**config.mk**
```make
export PLATFORM = sky130hd
export DESIGN_NAME = dsp_interrupt_vector_mask_unit
export DESIGN_NICKNAME = d
export VERILOG_FILES = /design/src/pkg/irq_vector_pkg.sv /design/src/hw/dsp_interrupt_vector_mask_unit.sv
export SDC_FILE = /design/constraint.sdc
export NUM_CORES = 1
export LEC_CHECK = 0
export ABC_AREA = 1
export BUFFER_PORTS_ARGS = -buffer_cell sky130_fd_sc_hd__buf_4
export CAP_MARGIN = 20
export CORE_MARGIN = 2
export CORE_UTILIZATION = 31
export DETAILED_ROUTE_END_ITERATION = 16
export HOLD_SLACK_MARGIN = 0.08
export PLACE_DENSITY_LB_ADDON = 0.05
export SLEW_MARGIN = 30
export SYNTH_ARGS = -nofsm -noshare
export SYNTH_HDL_FRONTEND = slang
export SYNTH_SLANG_ARGS = --single-unit
```
**constraint.sdc**
```tcl
create_clock -name clock -period 2.78 [get_ports clock]
set_input_delay 0.417 -clock clock [delete_from_list [all_inputs] [get_ports clock]]
set_output_delay 0.417 -clock clock [all_outputs]
set_load 0.01 [all_outputs]
```
**src/pkg/irq_vector_pkg.sv**
```systemverilog
// Constants, field layouts and carrier types for the interrupt vector and mask unit.
//
// Notes on behaviour
// - 32 slots, each at eight times slot bytes.
// - Fixed priority per slot, lower value wins.
// - Two 16-bit enable registers mask maskable sources.
// - Two 16-bit flag registers hold pending requests.
// - Halted-enable registers apply only while core halted.
// - Halted: service needs both halted and normal enable.
// - Software sets or clears halted-enable bits directly.
// - Hardware reset zeroes flags, enables, halted enables.
// - Software reset zeroes flags, keeps all enables.
// - Slot 11 shared by line three and routed watchdog.
// - Low register bit map, bits 1:0 read zero.
// - High register bit map, bits 15:11 read zero.
// - Pins double-synchronised, request on 1-0-0-0 pattern.
// - Vector fetch pulses acknowledge low; a hardware fetch clears its flag.
package irq_vector_pkg;

	// Number of vector slots and external request lines.
	localparam int SLOTS = 32;
	localparam int EXT_LINES = 5;

	// Register indices on the local register port.
	localparam logic [2:0] ADDR_EN_LOW = 3'h0;
	localparam logic [2:0] ADDR_EN_HIGH = 3'h1;
	localparam logic [2:0] ADDR_FLAG_LOW = 3'h2;
	localparam logic [2:0] ADDR_FLAG_HIGH = 3'h3;
	localparam logic [2:0] ADDR_HALT_LOW = 3'h4;
	localparam logic [2:0] ADDR_HALT_HIGH = 3'h5;
	localparam logic [2:0] ADDR_STATUS = 3'h6;

	// Implemented bits of the low and high registers; others read zero.
	localparam logic [15:0] LOW_VALID = 16'hfffc;
	localparam logic [15:0] HIGH_VALID = 16'h07ff;
	localparam logic [15:0] REG_RESET = 16'h0000;

	// Slots with dedicated hardware handling.
	localparam logic [4:0] SLOT_RESET = 5'h00;
	localparam logic [4:0] SLOT_NMI = 5'h01;
	localparam logic [4:0] SLOT_LINE3 = 5'h0b;

	// Slot of each external line, index 0 to 4.
	localparam logic [4:0] LINE_SLOT [EXT_LINES] = '{5'h02, 5'h10, 5'h03, 5'h0b, 5'h13};

	// Pin history that marks a request: high, then two lows; the current sample must be low too.
	localparam logic [2:0] PIN_HIST_HIGH_LOW = 3'h4;

	// Shift that turns a slot number into a byte offset of eight per slot.
	localparam int VEC_SHIFT = 3;

	// Request from the core: a vector fetch of a slot, trap or hardware.
	typedef struct packed {
		logic fetch;
		logic is_trap;
		logic [4:0] slot;
	} core_fetch_t;

	// Local register port request.
	typedef struct packed {
		logic wr;
		logic rd;
		logic [2:0] addr;
		logic [15:0] wdata;
	} reg_req_t;

	// Fixed priority of each slot; smaller is more urgent.
	function automatic logic [4:0] slot_priority(input logic [4:0] s);
		logic [4:0] p;
		p = s;
		unique case (s)
			5'h02: p = 5'h03;
			5'h03: p = 5'h05;
			5'h04: p = 5'h06;
			5'h05: p = 5'h07;
			5'h06: p = 5'h09;
			5'h07: p = 5'h0a;
			5'h08: p = 5'h0b;
			5'h09: p = 5'h0d;
			5'h0a: p = 5'h0e;
			5'h0b: p = 5'h0f;
			5'h0c: p = 5'h11;
			5'h0d: p = 5'h12;
			5'h0e: p = 5'h15;
			5'h0f: p = 5'h16;
			5'h10: p = 5'h04;
			5'h11: p = 5'h08;
			5'h12: p = 5'h0c;
			5'h13: p = 5'h10;
			5'h14: p = 5'h13;
			5'h15: p = 5'h14;
			5'h16: p = 5'h17;
			5'h17: p = 5'h18;
			5'h18: p = 5'h02;
			5'h19: p = 5'h19;
			5'h1a: p = 5'h1a;
			default: p = s;
		endcase
		return p;
	endfunction

	// Byte offset of a slot's vector from the vector base.
	function automatic logic [7:0] vector_offset(input logic [4:0] s);
		return 8'({s, 3'h0});
	endfunction

endpackage

```
**src/hw/dsp_interrupt_vector_mask_unit.sv**
```systemverilog
// Interrupt flag, enable and halted-enable logic with vector and priority selection.
//
// Chosen here: the register addresses and strobed register access.
`timescale 1ns/1ns
module dsp_interrupt_vector_mask_unit (
	input wire logic clock,
	input wire logic rst_b,
	input wire logic clk_en,
	// Local register port.
	input wire irq_vector_pkg::reg_req_t reg_req,
	output logic [15:0] reg_rdata,
	// External request pins, active low, and the nonmaskable pin.
	input wire logic [irq_vector_pkg::EXT_LINES-1:0] ext_line_b,
	input wire logic nmi_b,
	// Internal sources, one pulse bit per slot.
	input wire logic [irq_vector_pkg::SLOTS-1:0] src_req,
	input wire logic watchdog_request,
	input wire logic watchdog_routed,
	// Core status and requests.
	input wire logic core_halted_rt,
	input wire logic soft_reset,
	input wire irq_vector_pkg::core_fetch_t core_fetch,
	// Presented request towards the core.
	output logic irq_present,
	output logic [4:0] irq_slot,
	output logic [7:0] irq_vector,
	output logic vector_fetch_ack_b
);

	////////////////////////////////////////////////////////////////////////////////
	// State.

	// All state of the block in one record.
	typedef struct packed {
		logic [15:0] en_lo;
		logic [15:0] en_hi;
		logic [15:0] flag_lo;
		logic [15:0] flag_hi;
		logic [15:0] halt_lo;
		logic [15:0] halt_hi;
		logic reset_pend;
		logic nmi_pend;
		logic [irq_vector_pkg::EXT_LINES:0] sync1;
		logic [irq_vector_pkg::EXT_LINES:0] sync2;
		logic [irq_vector_pkg::EXT_LINES:0][2:0] hist;
		logic present;
		logic [4:0] slot;
		logic [7:0] vector;
		logic ack_b;
		logic [15:0] rdata;
	} state_t;

	// Reset value: every register zero, pins idle high, reset vector pending.
	localparam state_t STATE_RESET = '{
		en_lo: irq_vector_pkg::REG_RESET,
		en_hi: irq_vector_pkg::REG_RESET,
		flag_lo: irq_vector_pkg::REG_RESET,
		flag_hi: irq_vector_pkg::REG_RESET,
		halt_lo: irq_vector_pkg::REG_RESET,
		halt_hi: irq_vector_pkg::REG_RESET,
		reset_pend: 1'b1,
		nmi_pend: 1'b0,
		sync1: '1,
		sync2: '1,
		hist: '1,
		present: 1'b0,
		slot: irq_vector_pkg::SLOT_RESET,
		vector: 8'h00,
		ack_b: 1'b1,
		rdata: irq_vector_pkg::REG_RESET
	};

	state_t state_reg; // Registered state.
	state_t state_next; // Next state.

	logic [irq_vector_pkg::EXT_LINES:0] line_detect; // One-cycle pin request pulses.
	logic [31:0] flag_set; // Slots raised this cycle.
	logic [31:0] flag_clr; // Slots cleared this cycle.
	logic [31:0] flags_all; // Both flag registers side by side.
	logic [31:0] valid_all; // Implemented flag bits.
	logic [31:0] eligible; // Maskable slots allowed through to the core.
	logic [4:0] best_slot; // Winning slot.
	logic [4:0] best_prio; // Priority of the winning slot.
	logic best_any; // Some slot is eligible.

	assign flags_all = {state_reg.flag_hi, state_reg.flag_lo};
	assign valid_all = {irq_vector_pkg::HIGH_VALID, irq_vector_pkg::LOW_VALID};

	////////////////////////////////////////////////////////////////////////////////
	// Pin pattern detection.

	// A request needs a high sample and then three lows in a row, so a glitch of
	// one or two cycles never becomes an interrupt.
	always_comb begin
		for (int i = 0; i <= irq_vector_pkg::EXT_LINES; i++) begin
			line_detect[i] = (state_reg.hist[i] == irq_vector_pkg::PIN_HIST_HIGH_LOW)
				&& !state_reg.sync2[i];
		end
	end

	////////////////////////////////////////////////////////////////////////////////
	// Set and clear terms of the flags.

	// Sources that raise flags, and the bus and fetch terms that drop them.
	always_comb begin
		flag_set = src_req;
		for (int i = 0; i < irq_vector_pkg::EXT_LINES; i++) begin
			flag_set[irq_vector_pkg::LINE_SLOT[i]] = line_detect[i];
		end
		// Watchdog shares slot 11 only when it is routed there.
		flag_set[irq_vector_pkg::SLOT_LINE3] = line_detect[3]
			|| (watchdog_request && watchdog_routed);
		flag_set = flag_set & valid_all;
		flag_clr = '0;
		// Writing a one to a flag bit drops it.
		if (reg_req.wr && reg_req.addr == irq_vector_pkg::ADDR_FLAG_LOW) begin
			flag_clr[15:0] = reg_req.wdata;
		end
		if (reg_req.wr && reg_req.addr == irq_vector_pkg::ADDR_FLAG_HIGH) begin
			flag_clr[31:16] = reg_req.wdata;
		end
		// A hardware vector fetch drops that slot; a trap leaves flags alone.
		if (core_fetch.fetch && !core_fetch.is_trap) begin
			flag_clr[core_fetch.slot] = 1'b1;
		end
		// Software reset drops every flag at once.
		if (soft_reset) begin
			flag_clr = '1;
		end
	end

	////////////////////////////////////////////////////////////////////////////////
	// Masking and priority selection.

	// Halted-enable bits only count while the core is halted in real-time mode.
	always_comb begin
		if (core_halted_rt) begin
			eligible = flags_all & {state_reg.en_hi, state_reg.en_lo}
				& {state_reg.halt_hi, state_reg.halt_lo};
		end else begin
			eligible = flags_all & {state_reg.en_hi, state_reg.en_lo};
		end
	end

	// Linear search for the smallest priority value; ties cannot occur.
	always_comb begin
		best_any = 1'b0;
		best_slot = irq_vector_pkg::SLOT_RESET;
		best_prio = '1;
		if (state_reg.reset_pend) begin
			best_any = 1'b1;
			best_slot = irq_vector_pkg::SLOT_RESET;
			best_prio = irq_vector_pkg::slot_priority(irq_vector_pkg::SLOT_RESET);
		end else if (state_reg.nmi_pend) begin
			best_any = 1'b1;
			best_slot = irq_vector_pkg::SLOT_NMI;
			best_prio = irq_vector_pkg::slot_priority(irq_vector_pkg::SLOT_NMI);
		end else begin
			for (int i = 0; i < irq_vector_pkg::SLOTS; i++) begin
				if (eligible[i] && (!best_any
					|| irq_vector_pkg::slot_priority(5'(i)) < best_prio)) begin
					best_any = 1'b1;
					best_slot = 5'(i);
					best_prio = irq_vector_pkg::slot_priority(5'(i));
				end
			end
		end
	end

	////////////////////////////////////////////////////////////////////////////////
	// Next state.

	// Builds the whole next state; writes and hardware events merge here.
	always_comb begin
		logic [31:0] flags_new;
		flags_new = '0;
		state_next = state_reg;
		// Two-stage synchroniser, then a three-deep history behind it.
		state_next.sync1 = {nmi_b, ext_line_b};
		state_next.sync2 = state_reg.sync1;
		for (int i = 0; i <= irq_vector_pkg::EXT_LINES; i++) begin
			state_next.hist[i] = {state_reg.hist[i][1:0], state_reg.sync2[i]};
		end
		// Set wins over clear, so an event in the clearing cycle survives.
		flags_new = ((flags_all & ~flag_clr) | flag_set) & valid_all;
		state_next.flag_lo = flags_new[15:0];
		state_next.flag_hi = flags_new[31:16];
		// Nonmaskable pin keeps its own pending bit outside the flag registers.
		if (line_detect[irq_vector_pkg::EXT_LINES]) begin
			state_next.nmi_pend = 1'b1;
		end else if (core_fetch.fetch && !core_fetch.is_trap
			&& core_fetch.slot == irq_vector_pkg::SLOT_NMI) begin
			state_next.nmi_pend = 1'b0;
		end
		// Software reset re-enters through the reset vector.
		if (soft_reset) begin
			state_next.reset_pend = 1'b1;
		end else if (core_fetch.fetch && core_fetch.slot == irq_vector_pkg::SLOT_RESET) begin
			state_next.reset_pend = 1'b0;
		end
		// Enable and halted-enable writes store what software gives, masked to the implemented bits.
		if (reg_req.wr) begin
			unique case (reg_req.addr)
				irq_vector_pkg::ADDR_EN_LOW: begin
					state_next.en_lo = reg_req.wdata & irq_vector_pkg::LOW_VALID;
				end
				irq_vector_pkg::ADDR_EN_HIGH: begin
					state_next.en_hi = reg_req.wdata & irq_vector_pkg::HIGH_VALID;
				end
				irq_vector_pkg::ADDR_HALT_LOW: begin
					state_next.halt_lo = reg_req.wdata & irq_vector_pkg::LOW_VALID;
				end
				irq_vector_pkg::ADDR_HALT_HIGH: begin
					state_next.halt_hi = reg_req.wdata & irq_vector_pkg::HIGH_VALID;
				end
				default: begin
					// Flag writes are handled above; other indices are ignored.
				end
			endcase
		end
		// Read data stands only in the cycle after the read strobe.
		state_next.rdata = irq_vector_pkg::REG_RESET;
		if (reg_req.rd) begin
			unique case (reg_req.addr)
				irq_vector_pkg::ADDR_EN_LOW: state_next.rdata = state_reg.en_lo;
				irq_vector_pkg::ADDR_EN_HIGH: state_next.rdata = state_reg.en_hi;
				irq_vector_pkg::ADDR_FLAG_LOW: state_next.rdata = state_reg.flag_lo;
				irq_vector_pkg::ADDR_FLAG_HIGH: state_next.rdata = state_reg.flag_hi;
				irq_vector_pkg::ADDR_HALT_LOW: state_next.rdata = state_reg.halt_lo;
				irq_vector_pkg::ADDR_HALT_HIGH: state_next.rdata = state_reg.halt_hi;
				irq_vector_pkg::ADDR_STATUS: begin
					state_next.rdata = 16'({core_halted_rt, state_reg.nmi_pend,
						state_reg.reset_pend, state_reg.present, state_reg.slot});
				end
				default: state_next.rdata = irq_vector_pkg::REG_RESET;
			endcase
		end
		// Presented vector follows the winner one cycle later.
		state_next.present = best_any;
		state_next.slot = best_slot;
		state_next.vector = irq_vector_pkg::vector_offset(best_slot);
		// Acknowledge is low for exactly the cycle after a fetch.
		state_next.ack_b = !core_fetch.fetch;
	end

	// State register; the clock enable freezes everything while low.
	always_ff @(posedge clock or negedge rst_b) begin
		if (!rst_b) begin
			state_reg <= STATE_RESET;
		end else if (clk_en) begin
			state_reg <= state_next;
		end
	end

	assign reg_rdata = state_reg.rdata;
	assign irq_present = state_reg.present;
	assign irq_slot = state_reg.slot;
	assign irq_vector = state_reg.vector;
	assign vector_fetch_ack_b = state_reg.ack_b;

	////////////////////////////////////////////////////////////////////////////////
	// Checks.

	chk_vector_slot_offset: assert property (
		@(posedge clock) disable iff (!rst_b)
		irq_vector == 8'({irq_slot, 3'h0}))
		else $error("Vector offset is not eight times the slot.");

	chk_ack_single_low: assert property (
		@(posedge clock) disable iff (!rst_b)
		clk_en && core_fetch.fetch ##1 clk_en && !core_fetch.fetch
		|-> !vector_fetch_ack_b ##1 vector_fetch_ack_b)
		else $error("Acknowledge did not pulse low for one cycle.");

	chk_fetch_clears_flag: assert property (
		@(posedge clock) disable iff (!rst_b)
		clk_en && core_fetch.fetch && !core_fetch.is_trap && !flag_set[core_fetch.slot]
		|=> !flags_all[$past(core_fetch.slot)])
		else $error("Fetched slot flag was not cleared.");

	chk_soft_reset_flags: assert property (
		@(posedge clock) disable iff (!rst_b)
		clk_en && soft_reset && flag_set == '0
		|=> flags_all == '0 && state_reg.en_lo == $past(state_reg.en_lo)
			&& state_reg.en_hi == $past(state_reg.en_hi)
			&& state_reg.halt_lo == $past(state_reg.halt_lo))
		else $error("Software reset did not clear flags only.");

	chk_halted_gating: assert property (
		@(posedge clock) disable iff (!rst_b)
		clk_en && core_halted_rt && !state_reg.reset_pend && !state_reg.nmi_pend && best_any
		|-> (best_slot[4] ? state_reg.halt_hi[best_slot[3:0]]
			: state_reg.halt_lo[best_slot[3:0]]))
		else $error("Halted core was offered a non time-critical slot.");

	chk_running_ignores_halt: assert property (
		@(posedge clock) disable iff (!rst_b)
		!core_halted_rt && (flags_all & {state_reg.en_hi, state_reg.en_lo}) != '0
		&& !state_reg.reset_pend && !state_reg.nmi_pend |-> best_any)
		else $error("Running core lost an enabled request.");

	chk_pin_pattern: assert property (
		@(posedge clock) disable iff (!rst_b)
		clk_en && line_detect[0] |=> flags_all[irq_vector_pkg::LINE_SLOT[0]])
		else $error("Line zero pattern did not raise its flag.");

	chk_reserved_zero: assert property (
		@(posedge clock) disable iff (!rst_b)
		(state_reg.flag_hi & ~irq_vector_pkg::HIGH_VALID) == '0
		&& (state_reg.flag_lo & ~irq_vector_pkg::LOW_VALID) == '0)
		else $error("Reserved flag bit is set.");

	chk_reset_first: assert property (
		@(posedge clock) disable iff (!rst_b)
		clk_en && state_reg.reset_pend |=> irq_present && irq_slot == irq_vector_pkg::SLOT_RESET)
		else $error("Reset vector was not presented first.");

	// The checks below guard the paths that ordinary traffic rarely exercises.
	chk_trap_keeps_flags: assert property (
		@(posedge clock) disable iff (!rst_b)
		clk_en && core_fetch.fetch && core_fetch.is_trap && !soft_reset && !reg_req.wr
		&& flag_set == '0 |=> flags_all == $past(flags_all))
		else $error("Trap fetch changed a pending flag.");

	chk_watchdog_route: assert property (
		@(posedge clock) disable iff (!rst_b)
		clk_en && watchdog_request && watchdog_routed
		|=> flags_all[irq_vector_pkg::SLOT_LINE3])
		else $error("Routed watchdog did not raise the shared slot.");

	chk_watchdog_unrouted: assert property (
		@(posedge clock) disable iff (!rst_b)
		!watchdog_routed && !line_detect[3]
		|-> !flag_set[irq_vector_pkg::SLOT_LINE3])
		else $error("Unrouted watchdog raised the shared slot.");

	chk_hw_reset_clear: assert property (
		@(posedge clock) disable iff (!rst_b)
		$rose(rst_b) |-> flags_all == '0 && {state_reg.en_hi, state_reg.en_lo} == '0
			&& {state_reg.halt_hi, state_reg.halt_lo} == '0)
		else $error("Hardware reset left a register set.");

	chk_ack_idle_high: assert property (
		@(posedge clock) disable iff (!rst_b)
		clk_en && !core_fetch.fetch
		|=> vector_fetch_ack_b)
		else $error("Acknowledge went low without a fetch.");

endmodule

```
==> results.md <==
* Status: complete, but fails checks
* Failing checks: setup timing
* Port Buffers at 88
* Met3 Resource Use GR at 3.94%
* Area of the core at 0.0218 mm2
* Die Outline Area at 0.0234 mm2
* Worst IR Drop VDD at 391 uV
* Static power due to leakage at 4.19 nW
* Weighted congestion at the end of routability-driven global placement at 0.904
* Crit path arrival time at 3.11 ns
* Setup violation total in the final timing report at 2
* Required time reported for the critical path endpoint at 3.10 ns
* First-pass detailed-route iteration total at 5
* Flop and latch count out of synthesis at 130
* Worst-case reg-to-reg path depth at 22
* Clk sink count at 130
* Post-layout util at 40.0%
* Critical path endpoint category: register
* Number of clock buffers inserted by TritonCTS at 17
* Post-synthesis to final-layout area growth at 26.6%
* Cells after Synth at 860
* Most crowded layer after global routing: met2
* Pin count of the biggest net entering global routing at 65
* Synth Flop Type: sky130_fd_sc_hd__dfrtp_1
* Endpoint of the most critical register-to-register path: irq_slot[0]$_DFFE_PN0P_
* Total design power at 6.13 mW
* Area share of the leading cell type in the synthesized netlist at 35.6%
* Area fraction in compound gates after synthesis at 20.2%
* Maximum fanout encountered on the critical timing path at 5
* Clock Latency Late Sink at 0.43 ns
* TritonCTS clock tree: done
* Final ANT Viol Nets at 0
* Vias per inst at 5.13
* Initial DRC Count at 533
* Share of the yosys chip area belonging to registers at 47.8%
* Vias at 6464
* Clock transition at the register clock pins on the worst setup and hold paths after CTS at 0.07 ns
* Site Rows at 54
* Pin slew with the least headroom to its limit at 0.760 ns
* Switching power summed over all nets at 2.03 mW
* H-Tree Depth at 4
* Synthesis warning total at 0
* Total grt overflow at 0
* Portion of total power attributed to the clock network at 36.7%
* Wire per inst at 19.0 um
* CTS root buf: sky130_fd_sc_hd__clkbuf_16
* Post-synth cell types at 44
* EDFF count, synth at 0
* Max-cap violation count at 0
* Async set or reset register ratio after synthesis at 100%
* Sw Ratio at 33.1%
* Number of placed I/O pins at 104
* Number of global-route vias before repair at 6299
* Final HPWL from detailed placement at 17700 um
* Routed wire length at 24000 um
* Total track usage at 20.6%
* Cell total after placement at 1220
* Worst r2r src: flags_all[2]$_DFFE_PN0P_
* Most common cell in the netlist: sky130_fd_sc_hd__nand2_1
* RSZ-0062 raised after global routing: yes
* Global routing usage on met2 at 33.5%
* Shortest period the worst path allows at 2.79 ns
* Initial cell density of the core at 31.6%
* Final Slew Violations at 0
* Worst slew margin at 49.2%
* Leading post-synthesis cells by cell area: sky130_fd_sc_hd__dfrtp_1, sky130_fd_sc_hd__dfstp_2, sky130_fd_sc_hd__nand2_1
* Internal power contribution at 4.10 mW
* Max FFs per register at 58
* Crit share post-route at 100%
* Antenna Cells at 0
* Worst Setup Slack post-DPL at -0.159 ns
* Mux share of post-synthesis cell area at 0.327%
* Combinational share of power at 24.0%
* Final WS setup at -0.00743 ns
* Placed instance area at 0.00800 mm2
* Top achievable clock speed at 359 MHz
* Global-route track usage on met1 at 28.1%
* Portion of total power attributed to sequential cells at 39.4%
* Maximum clock insertion buffer count at 2
* Mean cell area of the mapped netlist at 8.02 um2
* Final layout net count at 1041
* Number of DRC violations after detailed routing at 0
* Worst min-delay path class: primary input to register
* Filler cell count in the final layout at 2228
* Cell type with the largest total area after synthesis: sky130_fd_sc_hd__dfrtp_1
* Simple-Gate Fraction of Synth Area at 20.3%
* Share of post-route cells with drive strength above 1 at 25.4%
* Post-route design area at 0.00873 mm2
* Hold Crit Start: core_fetch[6]
* Total count of hold-check failures in the final report at 0
* Antenna violations before repair at 0
* Kind of critical path: register to register
* Worst setup slack for register-to-register paths at -0.007 ns
* Worst Setup Start Kind: register
* Clock Skews at 0.0112 ns
* Main combinational cell family by area after synthesis: simple AND/OR/NAND/NOR gates
* Global-route wire length before repair at 36600 um
* Adder-cell share of the synthesized area at 0%
* Area of the mapped netlist at 0.00689 mm2
* End of the worst hold path: vector_fetch_ack_b$_DFFE_PN1P_
* Hold path depth at 2
* Fraction of synthesized cell area in xor and xnor cells at 0%
* Die H at 153 um
* Width of the die at 153 um
* Top cells by count, synth: sky130_fd_sc_hd__nand2_1, sky130_fd_sc_hd__inv_1, sky130_fd_sc_hd__dfrtp_1
* Total power divided by cell area at 702 mW/mm2
* Post-layout instance count excluding filler cells at 1261
-- layout by cell type, fill, tap and decap left out, drive strengths merged --
cell type    Yosys  final
o211ai          19     19
o2111ai          3      3
nor4             3      3
inv            110    119
a22oi           16     16
o32ai            1      1
conb             1      3
clkbuf          32     18
clkinv           3      7
a221oi          16     16
a21oi           33     33
dfrtp           98     98
o2111a           1      1
a32o             6      6
o22ai           10     10
a2111oi          2      2
a31oi            1      1
nand4           15     15
nor2            44     44
o221ai           1      1
nand2          222    222
a22o             8      8
dlygate4sd3      0      1
o21ai          102    102
o211a            1      1
bufinv           0      1
a41oi            1      1
nand3           24     24
mux2             2      2
dfstp           32     32
buf             31    149
a21o             2      2
o21bai           1      1
nor3            19     19
-- per-stage QoR --
step	TNS, ns	hold WS [ns]
after floorplan	0	0.121
after global placement	-0.458	0.454
after detailed placement	-0.641	0.456
after CTS	0	0.160
after global routing	-0.819	0.172
final	-0.0119	0.170
-- repair_timing --
action	4_1_cts	5_1_grt
setup endpoints to repair	2	6
hold endpoints to repair	44	0
resized for setup	6	14
hold buffers	1	0
setup buffers	0	8
pin swaps	1	14
-- critical path: stages, from the launching register on --
cell                       delay, ns
sky130_fd_sc_hd__dfrtp_1        0.44
sky130_fd_sc_hd__nand2_1        0.08
sky130_fd_sc_hd__inv_1          0.05
sky130_fd_sc_hd__nand2_2        0.08
sky130_fd_sc_hd__nand3_4        0.09
sky130_fd_sc_hd__nor2_4         0.14
sky130_fd_sc_hd__nand4_4        0.10
sky130_fd_sc_hd__nor2_4         0.17
sky130_fd_sc_hd__nand4_4        0.13
sky130_fd_sc_hd__nor2_2         0.15
sky130_fd_sc_hd__o21ai_2        0.08
sky130_fd_sc_hd__nand3_2        0.10
sky130_fd_sc_hd__buf_4          0.10
sky130_fd_sc_hd__buf_4          0.10
sky130_fd_sc_hd__o211ai_1       0.11
sky130_fd_sc_hd__o211ai_1       0.12
sky130_fd_sc_hd__nand3_1        0.11
sky130_fd_sc_hd__nand3_2        0.13
sky130_fd_sc_hd__nand3_1        0.08
sky130_fd_sc_hd__nand2_1        0.07
sky130_fd_sc_hd__nand3_1        0.10
sky130_fd_sc_hd__nand2_2        0.09
sky130_fd_sc_hd__nand2_1        0.05
-- routing by layer --
| metal | share of wire, % | vias up |
|---|---|---|
| li1 | - | 3081 |
| met5 | 0 | - |
| met4 | 1.4 | 0 |
| met2 | 48 | 212 |
| met1 | 45 | 3146 |
| met3 | 5.4 | 25 |
-- power by group through the flow --
stage               sequential (mW)  clock [mW]  combinational, mW
floorplan                      2.37           0              0.857
global placement               2.43           0               1.33
detailed placement             2.44           0               1.35
CTS                            2.41        2.29               1.38
global route                   2.45        2.40               1.64
finish                         2.41        2.25               1.47
-- area by class of cell --
cell class / count / area [um2] / area share (%)
multi-input cells: 556 / 2910 / 33.4
inverters: 113 / 424 / 4.86
flip-flops and latches: 130 / 3290 / 37.7
clock inverters: 14 / 140 / 1.61
clock buffers: 18 / 439 / 5.03
well taps: 280 / 350 / 4.01
repair buffers: 150 / 1170 / 13.4
-- cell families (layout without fill, tap and decap cells) --
logic type,count (synthesis),count (layout)
AND/OR/NAND/NOR,327,327
AO/OA/AOI/OAI,224,224
buffers and inverters,176,295
flip-flops,130,130
multiplexers,2,2
other,1,3
-- how the worst max path moves through the flow --
stage / start / endpoint / cells past startpoint
finish: flags_all[2]$_DFFE_PN0P_ / irq_slot[0]$_DFFE_PN0P_ / 22
detailed placement: core_halted_rt / irq_slot[1]$_DFFE_PN0P_ / 26
floorplan: core_halted_rt / irq_slot[1]$_DFFE_PN0P_ / 26
CTS: state_reg[83]$_DFFE_PN0P_ / irq_slot[1]$_DFFE_PN0P_ / 26
global route: state_reg[81]$_DFFE_PN0P_ / irq_slot[1]$_DFFE_PN0P_ / 26
global placement: core_halted_rt / irq_slot[2]$_DFFE_PN0P_ / 20
Power figures use the tool's default switching activity.
